### src/inc/ftoi_pkg.sv
// Constants and types shared by the float-to-integer converter
package ftoi_pkg;
    // Register byte offsets on the APB
    localparam logic [7:0] ADDR_STATUS = 8'h00;
    localparam logic [7:0] ADDR_OPERAND_HI = 8'h04;
    localparam logic [7:0] ADDR_OPERAND_LO = 8'h08;
    localparam logic [7:0] ADDR_COMMAND = 8'h0c;
    localparam logic [7:0] ADDR_RESULT = 8'h10;
    localparam logic [7:0] ADDR_IRQ_STATUS = 8'h14;
    localparam logic [7:0] ADDR_IRQ_MASK = 8'h18;
    localparam logic [7:0] ADDR_CONV_STATE = 8'h1c;
    // Widths
    localparam int STATUS_W = 16;
    localparam int FRAC_W = 56;
    localparam int EXP_W = 8;
    localparam int DIFF_W = 10;
    localparam int SHIFT_W = 5;
    localparam int SHORT_W = 16;
    localparam int LONG_W = 32;
    localparam int SINGLE_FRAC_W = 24;
    localparam int IRQ_W = 2;
    // Floating status register fields
    localparam int FS_NEG_BIT = 3;
    localparam int FS_ZERO_BIT = 2;
    localparam int FS_TRUNC_BIT = 5;
    localparam int FS_LONG_BIT = 6;
    localparam int FS_DOUBLE_BIT = 7;
    localparam int FS_CONV_IE_BIT = 10;
    localparam logic [15:0] STATUS_RESET = 16'h0000;
    // Operand word layout
    localparam int OP_SIGN_BIT = 31;
    localparam int OP_EXP_LSB = 23;
    localparam int OP_FRAC_MSB = 22;
    // Command, interrupt and state bits
    localparam int CMD_START_BIT = 0;
    localparam int IRQ_DONE_BIT = 0;
    localparam int IRQ_ERR_BIT = 1;
    localparam int CS_BUSY_BIT = 0;
    localparam int CS_ERR_BIT = 1;
    // Exponent test constants, excess-200 octal
    localparam logic [9:0] FIRST_TEST_SUB = 10'h081;
    localparam logic [9:0] SHORT_RANGE_SUB = 10'h010;
    localparam logic [9:0] LONG_RANGE_SUB = 10'h020;
    localparam logic [9:0] ONE_SHIFT = 10'h001;
    localparam logic [7:0] SHORT_EDGE_EXP = 8'h90;
    localparam logic [7:0] LONG_EDGE_EXP = 8'ha0;
    localparam logic [7:0] LONG_TOP_EXP = 8'h9f;
    typedef enum logic [0:0] {
        ST_IDLE = 1'b0,
        ST_CONVERT = 1'b1
    } ftoi_state_type;
endpackage : ftoi_pkg

### src/ftoi_core.sv
// Combinational range tests, shift, truncation and negation
`timescale 1ns/100ps
`default_nettype none
module ftoi_core
    import ftoi_pkg::*;
(
    input wire logic sign,
    input wire logic [ftoi_pkg::EXP_W-1:0] exponent,
    input wire logic [ftoi_pkg::FRAC_W-1:0] fraction,
    input wire logic double_sel,
    input wire logic long_sel,
    output logic [ftoi_pkg::LONG_W-1:0] result,
    output logic conv_error,
    output logic result_zero,
    output logic result_negative
);
    import ftoi_pkg::*;

    logic [DIFF_W-1:0] first_diff;
    logic [DIFF_W-1:0] range_sub;
    logic [DIFF_W-1:0] range_diff;
    logic [DIFF_W-1:0] shift_full;
    logic [SHIFT_W-1:0] shift;
    logic [FRAC_W-1:0] frac_eff;
    logic [LONG_W-1:0] src;
    logic [LONG_W-1:0] mag;
    logic [LONG_W-1:0] value;
    logic [SHORT_W-1:0] short_neg;
    logic msb;

    // Tests, shift and sign handling in one pass
    always_comb begin
        first_diff = {2'b00, exponent} - FIRST_TEST_SUB;
        range_sub = long_sel ? LONG_RANGE_SUB : SHORT_RANGE_SUB;
        range_diff = first_diff - range_sub;
        shift_full = range_sub + FIRST_TEST_SUB - {2'b00, exponent} - ONE_SHIFT;
        shift = shift_full[SHIFT_W-1:0];
        // Single operands carry no low fraction bits
        frac_eff = double_sel ? fraction : {fraction[FRAC_W-1 -: SINGLE_FRAC_W], 32'h0};
        // Hidden bit plus 15 or 31 fraction bits, or whole single fraction
        src = long_sel ? frac_eff[FRAC_W-1 -: LONG_W] : {16'h0, frac_eff[FRAC_W-1 -: SHORT_W]};
        // Bits shifted out are dropped whatever the truncate mode
        mag = src >> shift;
        short_neg = SHORT_W'(~mag[SHORT_W-1:0] + 16'h0001);
        if (!sign) begin
            value = mag;
        end else if (long_sel) begin
            value = ~mag + 32'h0000_0001;
        end else begin
            value = {16'h0, short_neg};
        end
        msb = long_sel ? value[LONG_W-1] : value[SHORT_W-1];
        if (first_diff[DIFF_W-1]) begin
            result = 32'h0;
            conv_error = 1'b1;
        end else if (!range_diff[DIFF_W-1]) begin
            result = 32'h0;
            conv_error = 1'b1;
        end else begin
            // Edge exponent proceeds; only the sign check catches it
            result = value;
            conv_error = (msb != sign);
        end
        result_zero = (result == 32'h0);
        result_negative = long_sel ? result[LONG_W-1] : result[SHORT_W-1];
    end
endmodule : ftoi_core
`default_nettype wire

### src/ftoi_top.sv
// APB-attached float-to-integer converter with floating status register
//
// Implementation choices: the APB slave port and the register addresses.
`timescale 1ns/100ps
`default_nettype none
module ftoi_top
    import ftoi_pkg::*;
(
    input wire logic clock,
    input wire logic rst,
    input wire logic psel,
    input wire logic penable,
    input wire logic pwrite,
    input wire logic [7:0] paddr,
    input wire logic [31:0] pwdata,
    output logic [31:0] prdata,
    output logic pready,
    output logic pslverr,
    output logic irq
);
    import ftoi_pkg::*;

    ftoi_state_type state_q;
    logic [STATUS_W-1:0] float_status_register_q;
    logic [31:0] op_hi_q;
    logic [31:0] op_lo_q;
    logic [LONG_W-1:0] result_q;
    logic [IRQ_W-1:0] irq_st_q;
    logic [IRQ_W-1:0] irq_st_d;
    logic [IRQ_W-1:0] irq_mask_q;
    logic [IRQ_W-1:0] irq_set;
    logic [IRQ_W-1:0] irq_clr;
    logic conv_err_q;
    logic pready_q;
    logic pslverr_q;
    logic [31:0] prdata_q;
    logic irq_q;
    logic wr_take;
    logic rd_take;
    logic start;
    logic [LONG_W-1:0] core_result;
    logic core_error;
    logic core_zero;
    logic core_negative;
    logic [FRAC_W-1:0] fraction;
    logic [EXP_W-1:0] exponent;
    logic sign;
    logic double_precision_select;
    logic long_integer_select;
    logic conversion_interrupt_enable;

    // Address decode for the error answer; the read mux decodes on its own
    function automatic logic addr_mapped(input logic [7:0] a);
        addr_mapped = (a == ADDR_STATUS) || (a == ADDR_OPERAND_HI) || (a == ADDR_OPERAND_LO)
            || (a == ADDR_COMMAND) || (a == ADDR_RESULT) || (a == ADDR_IRQ_STATUS)
            || (a == ADDR_IRQ_MASK) || (a == ADDR_CONV_STATE);
    endfunction : addr_mapped

    // Operand fields and mode bits
    assign sign = op_hi_q[OP_SIGN_BIT];
    assign exponent = op_hi_q[OP_SIGN_BIT-1:OP_EXP_LSB];
    assign fraction = {1'b1, op_hi_q[OP_FRAC_MSB:0], op_lo_q};
    assign double_precision_select = float_status_register_q[FS_DOUBLE_BIT];
    assign long_integer_select = float_status_register_q[FS_LONG_BIT];
    assign conversion_interrupt_enable = float_status_register_q[FS_CONV_IE_BIT];

    // Writes take effect on the completing edge, reads on the edge that raises pready
    assign wr_take = psel && penable && pready_q && pwrite;
    assign rd_take = psel && penable && !pready_q && !pwrite;
    assign start = wr_take && (paddr == ADDR_COMMAND) && pwdata[CMD_START_BIT];

    ftoi_core u_core (
        .sign(sign),
        .exponent(exponent),
        .fraction(fraction),
        .double_sel(double_precision_select),
        .long_sel(long_integer_select),
        .result(core_result),
        .conv_error(core_error),
        .result_zero(core_zero),
        .result_negative(core_negative)
    );

    // One wait state: pready is a flop, so the access is two cycles
    always_ff @(posedge clock) begin
        if (rst) begin
            pready_q <= 1'b0;
            pslverr_q <= 1'b0;
        end else begin
            pready_q <= psel && penable && !pready_q;
            pslverr_q <= psel && penable && !pready_q && !addr_mapped(paddr);
        end
    end

    // Read data captured on the same edge that raises pready
    always_ff @(posedge clock) begin
        if (rst) begin
            prdata_q <= 32'h0;
        end else if (rd_take) begin
            unique case (paddr)
                ADDR_STATUS: prdata_q <= {16'h0, float_status_register_q};
                ADDR_OPERAND_HI: prdata_q <= op_hi_q;
                ADDR_OPERAND_LO: prdata_q <= op_lo_q;
                ADDR_RESULT: prdata_q <= result_q;
                ADDR_IRQ_STATUS: prdata_q <= {30'h0, irq_st_q};
                ADDR_IRQ_MASK: prdata_q <= {30'h0, irq_mask_q};
                ADDR_CONV_STATE: prdata_q <= {30'h0, conv_err_q, state_q == ST_CONVERT};
                default: prdata_q <= 32'h0;
            endcase
        end
    end

    // Operand registers
    always_ff @(posedge clock) begin
        if (rst) begin
            op_hi_q <= 32'h0;
            op_lo_q <= 32'h0;
        end else if (wr_take && state_q == ST_IDLE) begin
            if (paddr == ADDR_OPERAND_HI) begin
                op_hi_q <= pwdata;
            end
            if (paddr == ADDR_OPERAND_LO) begin
                op_lo_q <= pwdata;
            end
        end
    end

    // Conversion sequencer; a start while busy is ignored
    always_ff @(posedge clock) begin
        if (rst) begin
            state_q <= ST_IDLE;
        end else begin
            unique case (state_q)
                ST_IDLE: state_q <= start ? ST_CONVERT : ST_IDLE;
                ST_CONVERT: state_q <= ST_IDLE;
            endcase
        end
    end

    // Status register: conversion flags outrank a software load
    always_ff @(posedge clock) begin
        if (rst) begin
            float_status_register_q <= STATUS_RESET;
        end else if (state_q == ST_CONVERT) begin
            float_status_register_q[FS_ZERO_BIT] <= core_zero;
            float_status_register_q[FS_NEG_BIT] <= core_negative;
        end else if (wr_take && paddr == ADDR_STATUS) begin
            float_status_register_q <= pwdata[STATUS_W-1:0];
        end
    end

    // Result and last-error record
    always_ff @(posedge clock) begin
        if (rst) begin
            result_q <= 32'h0;
            conv_err_q <= 1'b0;
        end else if (state_q == ST_CONVERT) begin
            result_q <= core_result;
            conv_err_q <= core_error;
        end
    end

    // Sticky events; a set in the clearing cycle wins
    always_comb begin
        irq_set = '0;
        irq_set[IRQ_DONE_BIT] = (state_q == ST_CONVERT);
        irq_set[IRQ_ERR_BIT] = (state_q == ST_CONVERT) && core_error && conversion_interrupt_enable;
        irq_clr = (wr_take && paddr == ADDR_IRQ_STATUS) ? pwdata[IRQ_W-1:0] : '0;
        irq_st_d = (irq_st_q & ~irq_clr) | irq_set;
    end

    // Interrupt status, mask and level output
    always_ff @(posedge clock) begin
        if (rst) begin
            irq_st_q <= '0;
            irq_mask_q <= '0;
            irq_q <= 1'b0;
        end else begin
            irq_st_q <= irq_st_d;
            if (wr_take && paddr == ADDR_IRQ_MASK) begin
                irq_mask_q <= pwdata[IRQ_W-1:0];
            end
            irq_q <= |(irq_st_d & irq_mask_q);
        end
    end

    assign prdata = prdata_q;
    assign pready = pready_q;
    assign pslverr = pslverr_q;
    assign irq = irq_q;

    // Checks on conversion and status behaviour
    chk_fraction_zero: assert property (@(posedge clock) disable iff (rst)
        (state_q == ST_CONVERT && exponent < 8'h81)
        |=> (result_q == 32'h0 && conv_err_q && float_status_register_q[FS_ZERO_BIT]))
        else $error("operand below one not zeroed with error");
    chk_range_error: assert property (@(posedge clock) disable iff (rst)
        (state_q == ST_CONVERT && exponent > (long_integer_select ? LONG_EDGE_EXP : SHORT_EDGE_EXP))
        |=> (result_q == 32'h0 && conv_err_q))
        else $error("out of range operand not rejected");
    chk_edge_positive: assert property (@(posedge clock) disable iff (rst)
        (state_q == ST_CONVERT && !sign
            && exponent == (long_integer_select ? LONG_EDGE_EXP : SHORT_EDGE_EXP))
        |=> conv_err_q)
        else $error("positive edge exponent passed sign check");
    chk_edge_most_neg: assert property (@(posedge clock) disable iff (rst)
        (state_q == ST_CONVERT && sign && !long_integer_select && exponent == SHORT_EDGE_EXP
            && fraction[FRAC_W-2 -: SHORT_W-1] == 15'h0)
        |=> (result_q == 32'h0000_8000 && !conv_err_q))
        else $error("most negative short not produced");
    chk_negate_one: assert property (@(posedge clock) disable iff (rst)
        (state_q == ST_CONVERT && sign && exponent == 8'h81)
        |=> (result_q == ($past(long_integer_select) ? 32'hffff_ffff : 32'h0000_ffff)
            && float_status_register_q[FS_NEG_BIT]))
        else $error("minus one not produced");
    chk_long_shift: assert property (@(posedge clock) disable iff (rst)
        (state_q == ST_CONVERT && !sign && long_integer_select && double_precision_select
            && exponent == LONG_TOP_EXP)
        |=> (result_q == {1'b0, $past(fraction[FRAC_W-1 -: LONG_W-1])}))
        else $error("long shift count wrong");
    chk_error_trap: assert property (@(posedge clock) disable iff (rst)
        $rose(irq_st_q[IRQ_ERR_BIT]) |-> ($past(conversion_interrupt_enable) && conv_err_q))
        else $error("conversion trap without enable or error");
    chk_load_status: assert property (@(posedge clock) disable iff (rst)
        (wr_take && paddr == ADDR_STATUS && state_q == ST_IDLE)
        |=> (float_status_register_q == $past(pwdata[STATUS_W-1:0])))
        else $error("status load did not copy 16 bits");
    chk_store_status: assert property (@(posedge clock) disable iff (rst)
        (rd_take && paddr == ADDR_STATUS)
        |=> (prdata_q == {16'h0, $past(float_status_register_q)}
            && float_status_register_q == $past(float_status_register_q)))
        else $error("status store wrong or altered register");
    chk_done_event: assert property (@(posedge clock) disable iff (rst)
        (state_q == ST_CONVERT) |=> (irq_st_q[IRQ_DONE_BIT] && (irq_q || !irq_mask_q[IRQ_DONE_BIT])))
        else $error("done event not recorded");
endmodule : ftoi_top
`default_nettype wire

### config.mk
export PLATFORM = sky130hd
export DESIGN_NAME = ftoi_top
export DESIGN_NICKNAME = d
export VERILOG_FILES = /design/src/inc/ftoi_pkg.sv /design/src/ftoi_core.sv /design/src/ftoi_top.sv
export SDC_FILE = /design/constraint.sdc
export NUM_CORES = 1
export LEC_CHECK = 0
export ABC_AREA = 1
export BUFFER_PORTS_ARGS = -buffer_cell sky130_fd_sc_hd__buf_4
export CORE_AREA = 4 4 165 167
export DETAILED_ROUTE_END_ITERATION = 10
export DIE_AREA = 0 0 169 171
export PLACE_DENSITY = 0.64
export SYNTH_ARGS = -nofsm -noshare
export SYNTH_HDL_FRONTEND = slang
export SYNTH_HIERARCHICAL = 1
export SYNTH_SLANG_ARGS = --single-unit
### constraint.sdc
create_clock -name clock -period 5.8 [get_ports clock]
set_clock_uncertainty 0.15 [all_clocks]
set_input_delay 1.16 -clock clock [delete_from_list [all_inputs] [get_ports clock]]
set_output_delay 1.16 -clock clock [all_outputs]
set_load 0.1 [all_outputs]
==> impl_results.md <==
* TritonCTS clock tree: done
* I/O pin count at 80
* Synth warnings at 6
* Most common cell in the netlist: nand2_1
* Worst reg2reg setup slack at 1.10 ns
* Clk Latency, worst-skew pair at 0.44 ns
* Cts hold-fix bufs at 0
* Via Count at 11190
* Cell count after placement at 2012
* CP max FO at 35
* Clk slew on worst S/H paths at 0.07 ns
* Clock Sink Count at 153
* Detail Route Antenna Nets at 0
* Non-Filler Instances at 2044
* RSZ-0062 raised after global routing: no
* Final GP Congestion at 0.9563
* Final Max Tran Viols at 0
* Slowest stage cell, crit path: inv_1
* Post-Synth Simple-Gate Area at 46.86%
* Drt pass-1 iters at 6
* Port Buffers at 79
* Fraction of registers with async set/reset at 0%
* DP Area at 10720 um2
* Path depth of the worst reg2reg path at 22
* Delay-heaviest family, CP: simple AND/OR/NAND/NOR gates
* Num rows at 59
* Hold Startpoint: prdata[20]
* Synth Area in Compound Gates at 11.52%
* Max frequency at 212.8 MHz
* Post-synthesis mux area share at 0%
* DR vias/cell at 5.477
* Routed len/inst at 18.35 um
* Worst Hold Slack at 0.3184 ns
* Syn Std Cell Area at 10180 um2
* Root buf cell: clkbuf_16
* Most common library cells after synthesis: nand2_1 (441), nand3_1 (313), nor2_1 (239)
* Area Growth Syn to Fin at 11.43%
* Core area at 25760 um2
* Power Density at 203.9 nW/um2
* P_leak at 5.699 nW
* Largest area contributor in the synthesized netlist: dfxtp_1
* Final min period at 4.700 ns
* WHS Path Cells at 2
* Ant. Diodes at 0
* Startpoint Class: flip-flop
* Setup crit end kind: flip-flop
* Critical Path, Cell by Cell: inv_4 > ha_1 > nand2_1 > xor2_2 > buf_4 > inv_1 > nand3_1 > nand2_1 > nand2_1 > inv_2 > nand2_1 > nor2_4 > nand3_4 > nand2_1 > nand3b_1 > nand3_2 > o21ai_1 > o21ai_1 > nand3_1 > a21oi_1 > nand2_1 > nand2_1
* Buf/Inv on CP at 4
* Initial core utilization at 39.51%
* Top FF cell, synth: dfxtp_1
* Post-synthesis cell type count at 48
* Seq/Total Area, Yosys at 30.09%
* Final design area excluding fillers at 11340 um2
* Final hold violation count at 0
* Max-Cap Viols at 0
* Xor/xnor share of the synthesized area at 0.7744%
* Nets at 1745
* Crit. Startpoint: op_hi_q[23]
* Final setup fails at 0
* Number of enable flip-flop cells after synthesis at 0
* Worst EP arrival at 4.92 ns
* Dominant cells by area after synthesis: dfxtp_1 (30%), nand2_1 (16%), nand3_1 (15%)
* Most used cell along the critical path: nand2_1
* Critical Path Max Stage Delay at 0.68 ns
* Layout cells sized above 1 at 11.82%
* CP Class: reg2reg
* Die area at 28900 um2
* Util after Layout at 44.02%
* Share of the synthesized area in the top cell type at 30.09%
* Setup bufs post-CTS at 0
* First-pass GRT wire length at 58020 um
* Setup_tns at 0 ns
* Number of global-route vias before repair at 10280
* Htree depth at 4
* Crit share post-route at 81.03%
* Cell count after synthesis at 1682
* Synth Area in Adders at 0.4917%
* R2r startpoint: op_hi_q[23]
* Initial DRC count at 1333
* Largest family of logic cells by synthesized area: simple AND/OR/NAND/NOR gates
* Cells resized by post-CTS repair at 0
* Initial antenna violation count at 0
* TritonCTS buffer count at 17
* Hold Path End: prdata[20]
* DRC at 0
* #FFs+latches synth at 153
* Slew @ Worst Pin at 0.9566 ns
* Clock tree buffer depth at 2
* VDD IR max at 0.1509 mV
* Hold Path Class: reg2reg
* Total Wirelength at 37520 um
* Status: completed
* Die width at 169 um
* Pin count of the biggest net entering global routing at 66
* Reg-to-reg endpoint: irq
* WP data required at 6.02 ns
* Syn_area_per_cell at 6.051 um2
* Total grt overflow at 0
* Slew HR at 36.16%
* Gr usage total at 25.54%
* HPWL Detailed at 27500 um
* Die height at 171 um
-- area by class of cell --
type,instances,area (um2)
clock buffer,17,425.4
sequential,153,3064
timing repair buffer,94,705.7
inverter,113,436.7
tap,335,419.2
multi-input combinational,1317,6096
clock inverter,15,195.2
fill,2769,14420
-- through the flow --
stage	power, mW	setup WS, ns
floorplan	1.116	2.325
global placement	1.158	1.230
detailed placement	1.158	1.217
CTS	2.324	1.189
global route	2.372	0.6517
finish	2.313	1.100
-- registers in the layout, summed over array words and instances, names as in the netlist --
register / cells
op_hi_q: 32
op_lo_q: 32
prdata: 32
result_q: 32
float_status_register_q: 16
irq_mask_q: 2
irq_st_q: 2
conv_err_q: 1
irq: 1
pready: 1
pslverr: 1
state_q: 1
-- report_power, final --
part | internal, mW | switching (mW) | leakage, nW
registers | 1.05 | 0.000362 | 1.23
logic | 0.0292 | 0.0546 | 4.16
clock network | 0.628 | 0.551 | 0.304
total | 1.71 | 0.606 | 5.70
-- placed cells by master (no fill, tap or decap), types with 2 or more instances in the layout --
| cell type | instances |
|---|---|
| clkbuf_16 | 17 |
| inv_8 | 5 |
| clkinv_4 | 3 |
| conb_1 | 4 |
| o21ai_2 | 3 |
| nand3_1 | 313 |
| buf_4 | 94 |
| nand3_4 | 2 |
| o21ai_1 | 11 |
| o21ai_0 | 133 |
| nor3_1 | 6 |
| nand2_4 | 3 |
| a21oi_2 | 4 |
| inv_1 | 96 |
| inv_6 | 3 |
| nand3_2 | 7 |
| nand4_1 | 24 |
| nor2_2 | 12 |
| nand2_2 | 16 |
| nand3b_1 | 5 |
| nor2_1 | 238 |
| inv_2 | 12 |
| dfxtp_1 | 152 |
| ha_1 | 4 |
| clkinv_8 | 3 |
| inv_4 | 3 |
| nor2_4 | 6 |
| xor2_1 | 2 |
| a21oi_1 | 66 |
| nand2_1 | 441 |
-- cells by family (layout without fill, tap and decap cells) --
logic type	after synthesis	after routing
compound gates	224	224
xor+xnor	6	6
fa+ha+maj	4	4
buf+inv	215	239
flops	153	153
other cells	1	4
simple gates	1079	1079
-- how the worst max path moves through the flow --
stage / to / cells after the start
3_5_place_dp: float_status_register_q[2] / 27
6_report: irq / 22
4_1_cts: float_status_register_q[2] / 27
2_1_floorplan: float_status_register_q[2] / 29
3_3_place_gp: float_status_register_q[2] / 27
5_1_grt: float_status_register_q[2] / 27
-- per-layer routing --
layer / vias to the layer above / track usage, % / part of all wire (%)
met5: - / 0 / 0
met4: 0 / 9.940 / 4.2
met3: 83 / 3.512 / 5.8
met2: 404 / 42.06 / 46
met1: 5193 / 34.07 / 44
li1: 5514 / - / -
-- worst register-to-register path, stage by stage (launching register included) --
cell	delay [ns]
dfxtp_1	0.33
inv_4	0.31
ha_1	0.28
nand2_1	0.11
xor2_2	0.18
buf_4	0.23
inv_1	0.68
nand3_1	0.20
nand2_1	0.20
nand2_1	0.13
inv_2	0.07
nand2_1	0.08
nor2_4	0.15
nand3_4	0.13
nand2_1	0.10
nand3b_1	0.13
nand3_2	0.18
o21ai_1	0.15
o21ai_1	0.38
nand3_1	0.14
a21oi_1	0.19
nand2_1	0.07
nand2_1	0.07
No activity file was read; power rests on OpenSTA's default activity.
